[src/tmrb_defines.vh]
// constants for the timer channel capture/compare block
`ifndef TMRB_DEFINES_VH
`define TMRB_DEFINES_VH

// register indices (word address on the bus, byte address is four times)
`define TMRB_IDX_CTRL0 8'h45
`define TMRB_IDX_VAL0_HI 8'h46
`define TMRB_IDX_VAL0_LO 8'h47
`define TMRB_IDX_CTRL1 8'h48
`define TMRB_IDX_VAL1_HI 8'h49
`define TMRB_IDX_VAL1_LO 8'h4A
`define TMRB_IDX_IRQ_STAT 8'h60
`define TMRB_IDX_IRQ_MASK 8'h61

// channel status/control bit positions
`define TMRB_B_FLAG 7
`define TMRB_B_IE 6
`define TMRB_B_BUF 5
`define TMRB_B_MSA 4
`define TMRB_B_ELSH 3
`define TMRB_B_ELSL 2
`define TMRB_B_TOV 1
`define TMRB_B_MAX 0

// edge/level select codes
`define TMRB_ELS_OFF 2'h0
`define TMRB_ELS_TOGGLE 2'h1
`define TMRB_ELS_CLEAR 2'h2
`define TMRB_ELS_SET 2'h3

// reset values
`define TMRB_CTRL_RST 7'h00
`define TMRB_MASK_RST 2'h0
`define TMRB_PIN_RST 2'h3
`define TMRB_ZERO32 32'h00000000

`endif

[src/tmrb_chan_cc.v]
// two-channel capture/compare/pwm logic with avalon-mm register slave
`timescale 1ns/1ns
`include "tmrb_defines.vh"

module tmrb_chan_cc (
    input wire clk,
    input wire sys_rst,
    input wire [7:0] avs_address,
    input wire avs_read,
    input wire avs_write,
    input wire [31:0] avs_writedata,
    input wire [3:0] avs_byteenable,
    output reg [31:0] avs_readdata,
    output reg avs_waitrequest,
    input wire [15:0] cnt_value,
    input wire cnt_overflow,
    input wire [1:0] channel_pin_in,
    output reg [1:0] channel_pin_out,
    output reg [1:0] channel_pin_oe,
    output reg irq
);

// control bits per channel, flag kept separately
reg [6:0] ctrl_reg [0:1];
reg [15:0] val_reg [0:1];
reg [1:0] channel_event_flag_reg;
reg [1:0] flag_armed_reg;
reg [1:0] cap_lock_reg;
reg [1:0] cmp_lock_reg;
reg [1:0] max_eff_reg;
reg [1:0] pin_prev_reg;
reg [1:0] irq_stat_reg;
reg [1:0] irq_mask_reg;
reg buf_active_reg;
reg buf_pending_reg;
wire [1:0] pin_sync;

// channel mode decodes
function [1:0] els_of;
    input [6:0] c;
    begin
        els_of = {c[`TMRB_B_ELSH], c[`TMRB_B_ELSL]};
    end
endfunction

function is_capture;
    input [6:0] c;
    begin
        is_capture = (els_of(c) != `TMRB_ELS_OFF) &&
            !c[`TMRB_B_BUF] && !c[`TMRB_B_MSA];
    end
endfunction

function is_compare;
    input [6:0] c;
    begin
        is_compare = (els_of(c) != `TMRB_ELS_OFF) &&
            (c[`TMRB_B_BUF] || c[`TMRB_B_MSA]);
    end
endfunction

// output level after a match for the selected action
function match_level;
    input [1:0] els;
    input cur;
    begin
        case (els)
            `TMRB_ELS_TOGGLE: match_level = ~cur;
            `TMRB_ELS_CLEAR: match_level = 1'b0;
            `TMRB_ELS_SET: match_level = 1'b1;
            default: match_level = cur;
        endcase
    end
endfunction

tmrb_sync2 u_pin_sync (
    .clk(clk),
    .sys_rst(sys_rst),
    .async_in(channel_pin_in),
    .sync_out(pin_sync)
);

// bus handshake: one wait cycle, answer at the second edge
wire bus_req = avs_read | avs_write;
wire do_wr = avs_write & ~avs_waitrequest & avs_byteenable[0];
// reads act at the edge that latches the data, so a flag set or a
// capture in the wait cycle is never armed or locked unseen
wire rd_take = avs_read & avs_waitrequest;
wire [7:0] wdat = avs_writedata[7:0];
wire [6:0] ctrl0 = ctrl_reg[0];
wire ch1_off = ctrl0[`TMRB_B_BUF];
wire [6:0] ctrl1 = ch1_off ? `TMRB_CTRL_RST : ctrl_reg[1];

// effective per-channel control after channel 1 gating
wire [6:0] ctl [0:1];
assign ctl[0] = ctrl0;
assign ctl[1] = ctrl1;

// compare value: buffered channel 0 uses the active buffer register
wire [15:0] cmp_val0 = (ctrl0[`TMRB_B_BUF] && buf_active_reg) ?
    val_reg[1] : val_reg[0];
wire [15:0] cmp_val [0:1];
assign cmp_val[0] = cmp_val0;
assign cmp_val[1] = val_reg[1];

// read data mux
reg [7:0] rd_mux;
always @*
begin
    rd_mux = 8'h00;
    case (avs_address)
        `TMRB_IDX_CTRL0:
            rd_mux = {channel_event_flag_reg[0], ctrl0};
        `TMRB_IDX_CTRL1:
            rd_mux = ch1_off ? 8'h00 :
                {channel_event_flag_reg[1], ctrl1};
        `TMRB_IDX_VAL0_HI: rd_mux = val_reg[0][15:8];
        `TMRB_IDX_VAL0_LO: rd_mux = val_reg[0][7:0];
        `TMRB_IDX_VAL1_HI: rd_mux = val_reg[1][15:8];
        `TMRB_IDX_VAL1_LO: rd_mux = val_reg[1][7:0];
        `TMRB_IDX_IRQ_STAT: rd_mux = {6'h00, irq_stat_reg};
        `TMRB_IDX_IRQ_MASK: rd_mux = {6'h00, irq_mask_reg};
        default: rd_mux = 8'h00;
    endcase
end

// bus slave registers; unmapped reads return zero
always @(posedge clk)
begin
    if (sys_rst)
    begin
        avs_waitrequest <= 1'b1;
        avs_readdata <= `TMRB_ZERO32;
    end
    else
    begin
        avs_waitrequest <= ~(bus_req & avs_waitrequest);
        if (rd_take)
            avs_readdata <= {24'h000000, rd_mux};
    end
end

// per-channel event detection
reg [1:0] cap_evt;
reg [1:0] cmp_evt;
reg [1:0] edge_hit;
always @*
begin : evt_detect
    // each process owns its loop index, so none is driven twice
    integer i;
    i = 0;
    cap_evt = 2'h0;
    cmp_evt = 2'h0;
    edge_hit = 2'h0;
    for (i = 0; i < 2; i = i + 1)
    begin
        case (els_of(ctl[i]))
            `TMRB_ELS_TOGGLE:
                edge_hit[i] = pin_sync[i] & ~pin_prev_reg[i];
            `TMRB_ELS_CLEAR:
                edge_hit[i] = ~pin_sync[i] & pin_prev_reg[i];
            `TMRB_ELS_SET:
                edge_hit[i] = pin_sync[i] ^ pin_prev_reg[i];
            default: edge_hit[i] = 1'b0;
        endcase
        // an edge meeting the high-byte read that locks would split
        // the pair, so the lock already counts at that edge
        cap_evt[i] = is_capture(ctl[i]) & edge_hit[i] &
            ~cap_lock_reg[i] & ~(rd_take && avs_address == ((i == 0) ?
            `TMRB_IDX_VAL0_HI : `TMRB_IDX_VAL1_HI));
        cmp_evt[i] = is_compare(ctl[i]) & (cnt_value == cmp_val[i]) &
            ~cmp_lock_reg[i];
    end
    // channel 1 value acts as buffer, it does no compare of its own
    if (ch1_off)
        cmp_evt[1] = 1'b0;
end

wire [1:0] chan_evt = cap_evt | cmp_evt;

// value registers have no reset: their content is undefined until written
always @(posedge clk)
begin : val_write
    // loop index local to this process
    integer i;
    for (i = 0; i < 2; i = i + 1)
    begin
        if (do_wr && avs_address == ((i == 0) ? `TMRB_IDX_VAL0_HI :
            `TMRB_IDX_VAL1_HI))
            val_reg[i][15:8] <= wdat;
        if (do_wr && avs_address == ((i == 0) ? `TMRB_IDX_VAL0_LO :
            `TMRB_IDX_VAL1_LO))
            val_reg[i][7:0] <= wdat;
        // a capture overrides a software write in the same cycle
        if (cap_evt[i])
            val_reg[i] <= cnt_value;
    end
end

// control, flags, byte-access locks and pin state
always @(posedge clk)
begin : ctrl_update
    // loop index local to this process
    integer i;
    if (sys_rst)
    begin
        for (i = 0; i < 2; i = i + 1)
            ctrl_reg[i] <= `TMRB_CTRL_RST;
        channel_event_flag_reg <= 2'h0;
        flag_armed_reg <= 2'h0;
        cap_lock_reg <= 2'h0;
        cmp_lock_reg <= 2'h0;
        max_eff_reg <= 2'h0;
        pin_prev_reg <= 2'h0;
        channel_pin_out <= `TMRB_PIN_RST;
        channel_pin_oe <= 2'h0;
        buf_active_reg <= 1'b0;
        buf_pending_reg <= 1'b0;
    end
    else
    begin
        pin_prev_reg <= pin_sync;
        for (i = 0; i < 2; i = i + 1)
        begin
            // control write; channel 1 is frozen while buffered mode is on
            if (do_wr && i == 0 && avs_address == `TMRB_IDX_CTRL0)
                ctrl_reg[0] <= wdat[6:0];
            if (do_wr && i == 1 && avs_address == `TMRB_IDX_CTRL1 &&
                !ch1_off)
                ctrl_reg[1] <= {wdat[6], 1'b0, wdat[4:0]};
            // flag: read while set arms, write 0 clears; a new event wins
            if (rd_take && avs_address == ((i == 0) ? `TMRB_IDX_CTRL0 :
                `TMRB_IDX_CTRL1) && channel_event_flag_reg[i])
                flag_armed_reg[i] <= 1'b1;
            if (chan_evt[i])
            begin
                channel_event_flag_reg[i] <= 1'b1;
                flag_armed_reg[i] <= 1'b0;
            end
            else if (do_wr && avs_address == ((i == 0) ? `TMRB_IDX_CTRL0 :
                `TMRB_IDX_CTRL1))
            begin
                if (flag_armed_reg[i] && !wdat[`TMRB_B_FLAG])
                    channel_event_flag_reg[i] <= 1'b0;
                flag_armed_reg[i] <= 1'b0;
            end
            // high-byte read locks capture until the low byte is read
            if (rd_take && is_capture(ctl[i]) && avs_address ==
                ((i == 0) ? `TMRB_IDX_VAL0_HI : `TMRB_IDX_VAL1_HI))
                cap_lock_reg[i] <= 1'b1;
            else if (rd_take && avs_address ==
                ((i == 0) ? `TMRB_IDX_VAL0_LO : `TMRB_IDX_VAL1_LO))
                cap_lock_reg[i] <= 1'b0;
            // high-byte write locks compare until the low byte is written
            if (do_wr && !is_capture(ctl[i]) && avs_address ==
                ((i == 0) ? `TMRB_IDX_VAL0_HI : `TMRB_IDX_VAL1_HI))
                cmp_lock_reg[i] <= 1'b1;
            else if (do_wr && avs_address ==
                ((i == 0) ? `TMRB_IDX_VAL0_LO : `TMRB_IDX_VAL1_LO))
                cmp_lock_reg[i] <= 1'b0;
            // max-duty is sampled only at a period boundary
            if (cnt_overflow)
                max_eff_reg[i] <= ctl[i][`TMRB_B_MAX];
            // pin drive follows the enabled compare function
            channel_pin_oe[i] <= is_compare(ctl[i]);
            // output level
            if (els_of(ctl[i]) == `TMRB_ELS_OFF)
                channel_pin_out[i] <= ~ctl[i][`TMRB_B_MSA];
            else if (is_compare(ctl[i]))
            begin
                if (ctl[i][`TMRB_B_TOV] && cnt_overflow)
                    channel_pin_out[i] <= ~channel_pin_out[i];
                else if (!ctl[i][`TMRB_B_TOV] &&
                    (cnt_overflow ? ctl[i][`TMRB_B_MAX] : max_eff_reg[i]))
                    // full duty: hold the level a match would end, high except for the set action
                    channel_pin_out[i] <= els_of(ctl[i]) !=
                        `TMRB_ELS_SET;
                else if (cmp_evt[i])
                    channel_pin_out[i] <= match_level(els_of(ctl[i]),
                        channel_pin_out[i]);
            end
        end
        // buffered mode: a freshly written idle register takes over
        // at the next overflow so the change never lands mid-period
        if (ctrl0[`TMRB_B_BUF])
        begin
            if (do_wr && avs_address == (buf_active_reg ?
                `TMRB_IDX_VAL0_LO : `TMRB_IDX_VAL1_LO))
                buf_pending_reg <= 1'b1;
            if (cnt_overflow && buf_pending_reg)
            begin
                buf_active_reg <= ~buf_active_reg;
                buf_pending_reg <= 1'b0;
            end
        end
        else
        begin
            buf_active_reg <= 1'b0;
            buf_pending_reg <= 1'b0;
        end
    end
end

// interrupt status: sticky, write one to clear, set wins
always @(posedge clk)
begin
    if (sys_rst)
    begin
        irq_stat_reg <= 2'h0;
        irq_mask_reg <= `TMRB_MASK_RST;
        irq <= 1'b0;
    end
    else
    begin
        if (do_wr && avs_address == `TMRB_IDX_IRQ_MASK)
            irq_mask_reg <= wdat[1:0];
        if (do_wr && avs_address == `TMRB_IDX_IRQ_STAT)
            irq_stat_reg <= (irq_stat_reg & ~wdat[1:0]) | chan_evt;
        else
            irq_stat_reg <= irq_stat_reg | chan_evt;
        irq <= |(irq_stat_reg & irq_mask_reg);
    end
end

endmodule // tmrb_chan_cc

[src/tmrb_sync2.v]
// two flip-flop synchroniser for the channel pin inputs
`timescale 1ns/1ns
module tmrb_sync2 (
    input wire clk,
    input wire sys_rst,
    input wire [1:0] async_in,
    output reg [1:0] sync_out
);

reg [1:0] meta_reg;

// first stage is read only by the second stage
always @(posedge clk)
begin
    if (sys_rst)
    begin
        meta_reg <= 2'h0;
        sync_out <= 2'h0;
    end
    else
    begin
        meta_reg <= async_in;
        sync_out <= meta_reg;
    end
end

endmodule // tmrb_sync2
[config.mk]
export PLATFORM = sky130hd
export DESIGN_NAME = tmrb_chan_cc
export DESIGN_NICKNAME = d
export VERILOG_FILES = /design/src/tmrb_chan_cc.v /design/src/tmrb_sync2.v
export VERILOG_INCLUDE_DIRS = /design/src
export SDC_FILE = /design/constraint.sdc
export NUM_CORES = 1
export LEC_CHECK = 0
export BUFFER_PORTS_ARGS = -buffer_cell sky130_fd_sc_hd__buf_4
export CAP_MARGIN = 30
export CORE_ASPECT_RATIO = 1.75
export CORE_MARGIN = 3
export CORE_UTILIZATION = 50
export CTS_CLUSTER_DIAMETER = 80
export DETAILED_ROUTE_END_ITERATION = 16
export MAX_ROUTING_LAYER = met4
export PLACE_DENSITY = 0.74
export SLEW_MARGIN = 30
export SYNTH_ARGS = -nofsm -noshare
export SYNTH_HDL_FRONTEND = slang
export SYNTH_SLANG_ARGS = --single-unit
[constraint.sdc]
create_clock -name clk -period 2.7 [get_ports clk]
set_input_delay 0.27 -clock clk [delete_from_list [all_inputs] [get_ports clk]]
set_output_delay 0.27 -clock clk [all_outputs]
set_load 0.02 [all_outputs]
==> flow_metrics.tcl, run 1 <==
set metrics [dict create \
    fmax_ghz 0.3853 \
    netSwitchingPower_mw 0.7711 \
    wl_per_cell_um 20.94 \
    critPathMaxFanout 7 \
    fp.dieH_um 135.1 \
    synth.largest_area_cell "edfxtp_1" \
    cts_max_level 3 \
    max-vdd-ir-drop_uv 362.1 \
    row_count 46 \
    drtAntennaViolNets 0 \
    ys_warn_count 0 \
    critPathRequiredTime_ps 2980 \
    slew-limit-headroom_pct 65.11 \
    cts_tree "done" \
    ctsRootBufferMaster "clkbuf_16" \
    critPathCaptureType "flip-flop" \
    grt_max_degree 31 \
    grt_pass1_wl_um 21540 \
    port_buffers 53 \
    leakagePower_nw 2.178 \
    antenna_found_initial 0 \
    powerDensity_mw_per_mm2 530.9 \
    dr.pass1.iters 6 \
    drt-initial-drc-count 323 \
    place.gp.congestion 0.9944 \
    switching_share_pct 25.87 \
    crit_type "reg -> reg" \
    grt_usage_pct 27.81 \
    period_needed_ps 2595 \
    cts_resized 0 \
    hold_violations 0 \
    cts_hold_buf 0 \
    cts_buffers 9 \
    finalNetCount 621 \
    drt-total-wl_um 14050 \
    synth_enable_flop_cells 45 \
    slew_violations 0 \
    hpwl_um 10940 \
    fin_setup_tns_ps 0 \
    combPwrFrac_pct 12.4 \
    grt_pass1_vias 3950 \
    ys.flop_type "edfxtp_1" \
    worst_setup_path_start_kind "flip-flop" \
    fill_cells 804 \
    clockPowerShare_pct 42.0 \
    syn-cell-area_mm2 0.004758 \
    largest_register_ffs 32 \
    coreArea_mm2 0.009151 \
    vias 3982 \
    clkTransAtPathRegs_ps 70 \
    mostFrequentLayoutCells "74 x buf_4, 45 x edfxtp_1, 37 x nand2_1, 36 x nor2_1, 36 x dfxtp_1" \
    crit_arrival_ps 2870 \
    area_growth_pct 17.99 \
    clk_latency_ps 340 \
    finalSetupViolations 0 \
    dp_slack_ps 195.6 \
    postSynth.asyncResetShare_pct 0 \
    fin_skew_ps 7.306 \
    drive_above_1_share_pct 24.32 \
    die_area_mm2 0.01077 \
    rsz0062_at_grt "false" \
    grt_overflow 0 \
    finalWorstSetupSlack_ps 104.9 \
    synthCells 479 \
    status "complete, no violations" \
    holdCritPathClass "in -> reg" \
    postCtsSetupRepairBufs 0 \
    timing.max_cap.violations 0 \
    pin_count 105 \
    avgSynthCellArea_um2 9.934 \
    p_seq_share_pct 45.6 \
    drc 0 \
    intPower_mw 2.210 \
    antenna_cells 0 \
    layout_commonest_cell "buf_4" \
    die_x_um 79.75 \
    start_util_pct 52.00 \
    synthTopCellsByArea "edfxtp_1 28%, dfxtp_1 15%, mux2_2 7.8%" \
    yosysSeqAreaShare_pct 43.54 \
    tightest_slew_ps 516.6 \
    cts_buffer_depth 2 \
    synthDistinctLibCells 66 \
    yosys.area.top_type_share_pct 28.40 \
    avgViaCountPerCell 5.934 \
    cts_sinks 81 \
    ys_seq_elements 81 \
    fin_crit_sh_pct 96.12 \
]
worst paths after layout:
path                                from                     end  slack, ps  depth (start not counted)
setup / recovery          ctrl_reg[0][3]      channel_pin_out[0]        100                          6
hold / removal                 avs_write         avs_waitrequest        130                          2
setup reg to reg          ctrl_reg[0][3]      channel_pin_out[0]        100                          6
hold reg to reg   u_pin_sync.meta_reg[1]  u_pin_sync.sync_out[1]        460                          1
per-stage QoR:
stage | hold slack (ps) | utilization [%] | area (um^2) | instances | power, mW
2_1_floorplan | 385.9 | - | 4845 | 502 | 1.615
3_3_place_gp | 426.4 | 58.01 | 5309 | 655 | 1.746
3_5_place_dp | 443.4 | 58.01 | 5309 | 655 | 1.752
4_1_cts | 121.7 | 61.35 | 5614 | 671 | 2.996
5_1_grt | 135.6 | 61.35 | 5614 | 671 | 3.080
6_report | 129.7 | 61.35 | 5614 | 671 | 2.981
synthesized netlist by cell type (3+ instances only):
cell and count:
a21oi_1 21, a221oi_1 3, a22oi_1 10, a311oi_1 4, a31oi_1 6, and2_1 16
buf_2 5, buf_4 26, clkbuf_1 11, dfxtp_1 36, edfxtp_1 45, ha_1 8
inv_1 18, mux2_2 33, mux2i_1 11, nand2_1 37, nand2b_1 16, nand3_1 6
nand4_1 4, nor2_1 36, nor2b_1 8, nor3_1 10, nor4_1 4, o2111ai_1 5
o21a_1 3, o21ai_0 17, o22ai_1 4, o31ai_1 3, or4_1 3, xnor2_1 10
xor2_1 13
layout make-up:
class                           count  area [um^2]  share of cell area [%]
Clock inverter                      7        80.08                   1.426
Sequential cell                    81         2072                   36.91
Clock buffer                        9        225.2                   4.012
Multi-Input combinational cell    360         2440                   43.46
Tap cell                          120        150.1                   2.674
Timing Repair Buffer               75        575.6                   10.25
Inverter                           19        71.32                   1.270
per-layer routing:
| metal | vias to the layer above | part of all wire, % | global-route usage (%) |
|---|---|---|---|
| li1 | 1857 | - | - |
| met3 | 50 | 6.3 | 3.872 |
| met1 | 1870 | 37 | 30.93 |
| met5 | - | 0 | - |
| met2 | 205 | 51 | 46.70 |
| met4 | 0 | 5.4 | 16.54 |
logic make-up after synthesis:
family | count (synthesis) | synth area share, %
and+or+nand+nor | 156 | 17.33
AOI/OAI and AO/OA | 105 | 15.59
DFF | 81 | 43.54
buffers and inverters | 61 | 6.994
muxes | 44 | 10.12
xor gates and xnor gates | 23 | 4.233
adders and majority gates | 8 | 2.104
other | 1 | 0.07881
power groups by stage:
stage | Clock, mW | Combinational (mW) | Sequential (mW)
after floorplan | 0 | 0.225 | 1.39
after global placement | 0 | 0.360 | 1.39
after detailed placement | 0 | 0.365 | 1.39
after CTS | 1.27 | 0.366 | 1.36
after global routing | 1.32 | 0.399 | 1.36
final | 1.25 | 0.369 | 1.36
worst max-delay path: stages, from the launching register on:
cell and delay (ps):
edfxtp_1 430, inv_1 120, ha_1 280, or4_1 570
a311o_1 360, o41ai_1 530, mux2i_1 230
Note: power is estimated with default switching activity, not from simulation.
==> run 2, diff against run 1 <==
--- a/config.mk
+++ b/config.mk
@@ -10,11 +10,12 @@
 export CAP_MARGIN = 30
 export CORE_ASPECT_RATIO = 1.75
 export CORE_MARGIN = 3
-export CORE_UTILIZATION = 50
+export CORE_UTILIZATION = 35
 export CTS_CLUSTER_DIAMETER = 80
 export DETAILED_ROUTE_END_ITERATION = 16
+export HOLD_SLACK_MARGIN = 0.08
 export MAX_ROUTING_LAYER = met4
-export PLACE_DENSITY = 0.74
+export PLACE_DENSITY = 0.55
 export SLEW_MARGIN = 30
 export SYNTH_ARGS = -nofsm -noshare
 export SYNTH_HDL_FRONTEND = slang
==> run 2 against run 1 <==
  * Hold slack gained 14 ps
  * Wire length up 3.6%
  * First-iteration DRC count down 20%
  * Combinational power increased by 1%
  * Power shrank 0.54%
  * Clock skew is 2.4 ps lower
  * Cell count is 8.2% higher
  * Critical path depth unchanged
  * Clock power about the same
  * Global-route usage down 7.5 points
  * Largest cell class unchanged
  * Largest power group unchanged
==> flow_metrics.tcl, run 2 (synthesis results as in run 1) <==
set metrics [dict create \
    finalSetupViolations 0 \
    drt-total-wl_um 14550 \
    drc 0 \
    postCtsSetupRepairBufs 0 \
    fin_skew_ps 4.952 \
    hold_depth 2 \
    hold_start "avs_write" \
    antenna_cells 0 \
    fin_area_mm2 0.005705 \
    place.gp.congestion 0.9083 \
    slew-limit-headroom_pct 66.33 \
    timing.max_cap.violations 0 \
    intPower_mw 2.218 \
    finalNetCount 625 \
    hold_end "avs_waitrequest" \
    crit_arrival_ps 2630 \
    grt_usage_pct 20.30 \
    cts_max_level 3 \
    hpwl_um 11560 \
    cts_sinks 81 \
    cts_hold_buf 0 \
    dr.pass1.iters 6 \
    r2r-end "val_reg[0][5]" \
    avgViaCountPerCell 5.344 \
    crit_type "reg -> reg" \
    drt-initial-drc-count 260 \
    leakagePower_nw 2.205 \
    clkTransAtPathRegs_ps 60 \
    critPathRequiredTime_ps 2790 \
    netSwitchingPower_mw 0.7461 \
    cts_resized 0 \
    grt_max_degree 31 \
    switching_share_pct 25.17 \
    period_needed_ps 2538 \
    combPwrFrac_pct 12.6 \
    area_growth_pct 19.91 \
    max-vdd-ir-drop_uv 271.2 \
    vias 3880 \
    mostFrequentLayoutCells "78 x buf_4, 45 x edfxtp_1, 37 x nand2_1, 36 x nor2_1, 36 x dfxtp_1" \
    hold_violations 0 \
    layout_commonest_cell "buf_4" \
    largest_register_ffs 32 \
    rr_worst_depth 6 \
    critPathMaxFanout 16 \
    tightest_slew_ps 498.6 \
    cts_buffer_depth 2 \
    row_count 55 \
    die_area_mm2 0.01509 \
    rsz0062_at_grt "false" \
    grt_pass1_wl_um 22290 \
    antenna_found_initial 0 \
    holdCritPathClass "in -> reg" \
    fmax_ghz 0.3941 \
    powerDensity_mw_per_mm2 519.6 \
    grt_pass1_vias 3916 \
    cts_buffers 9 \
    placed_area_mm2 0.005403 \
    slew_violations 0 \
    cts_tree "done" \
    p_seq_share_pct 45.8 \
    rrSetupSlack_ps 160 \
    coreArea_mm2 0.01314 \
    clk_latency_ps 340 \
    critPathCaptureType "flip-flop" \
    die_x_um 94.14 \
    drtAntennaViolNets 0 \
    pin_count 105 \
    worst_setup_path_start_kind "flip-flop" \
    grt_overflow 0 \
    ctsRootBufferMaster "clkbuf_16" \
    clockPowerShare_pct 41.6 \
    fp.dieH_um 160.2 \
    port_buffers 53 \
    status "complete, no violations" \
    drive_above_1_share_pct 24.68 \
    fin_setup_tns_ps 0 \
    start_util_pct 36.20 \
    worstReg2RegStart "ctrl_reg[0][3]" \
    wl_per_cell_um 20.04 \
    fin_crit_sh_pct 93.99 \
]
## run 2: changes by cell type in the layout (fill, tap and decap cells not counted), moves of 2 or more
cell / delta
buf_4: +4
clkbuf_16: +2
clkinv_2: +2
clkinv_4: -2
## run 2: critical path: stages (launching register included)
cell      delay (ps)
edfxtp_1         410
inv_1            120
ha_1             290
or3_1            430
or4_1            480
buf_4            250
mux2_2           300
## run 2: final cells by class
class,count,area [um^2]
sequential,81,2072
multi-input combinational,360,2440
tap,171,214.0
clock buffer,12,279.0
clock inverter,4,23.77
inverter,19,71.32
fill,1303,7438
timing repair buffer,79,605.6
## run 2: metrics by stage
step | instances | power (mW) | setup WS (ps) | util, % | hold slack, ps
floorplan | 502 | 1.615 | 172.9 | - | 385.9
global placement | 710 | 1.754 | 202.3 | 41.10 | 429.9
detailed placement | 710 | 1.759 | 169.4 | 41.10 | 427.3
CTS | 726 | 2.985 | 146.9 | 43.41 | 141.5
global route | 726 | 3.068 | 42.20 | 43.41 | 150.4
finish | 726 | 2.965 | 162.3 | 43.41 | 144.2
## run 2: worst max path at each step
| stage | startpoint | endpoint | slack [ps] | cells after the start |
|---|---|---|---|---|
| 2_1_floorplan | ctrl_reg[0][2] | val_reg[0][0] | 170 | 7 |
| 3_3_place_gp | ctrl_reg[0][5] | val_reg[1][7] | 200 | 7 |
| 3_5_place_dp | ctrl_reg[0][3] | val_reg[0][5] | 170 | 6 |
| 4_1_cts | ctrl_reg[0][3] | channel_pin_out[0] | 150 | 6 |
| 5_1_grt | ctrl_reg[0][3] | val_reg[0][5] | 40 | 6 |
| 6_report | ctrl_reg[0][3] | val_reg[0][5] | 160 | 6 |
## run 2: routing by layer
| metal | vias to the layer above | share of wire (%) | GRT usage [%] |
|---|---|---|---|
| met4 | 0 | 3.4 | 8.350 |
| li1 | 1850 | - | - |
| met3 | 29 | 5.0 | 3.205 |
| met1 | 1836 | 38 | 22.57 |
| met2 | 165 | 54 | 35.45 |
| met5 | - | 0 | - |
## run 2: power by group through the flow
stage	Sequential [mW]	Clock, mW	Combinational (mW)
global placement	1.39	0	0.369
detailed placement	1.39	0	0.373
floorplan	1.39	0	0.225
finish	1.36	1.23	0.374
global route	1.36	1.30	0.406
CTS	1.36	1.25	0.375
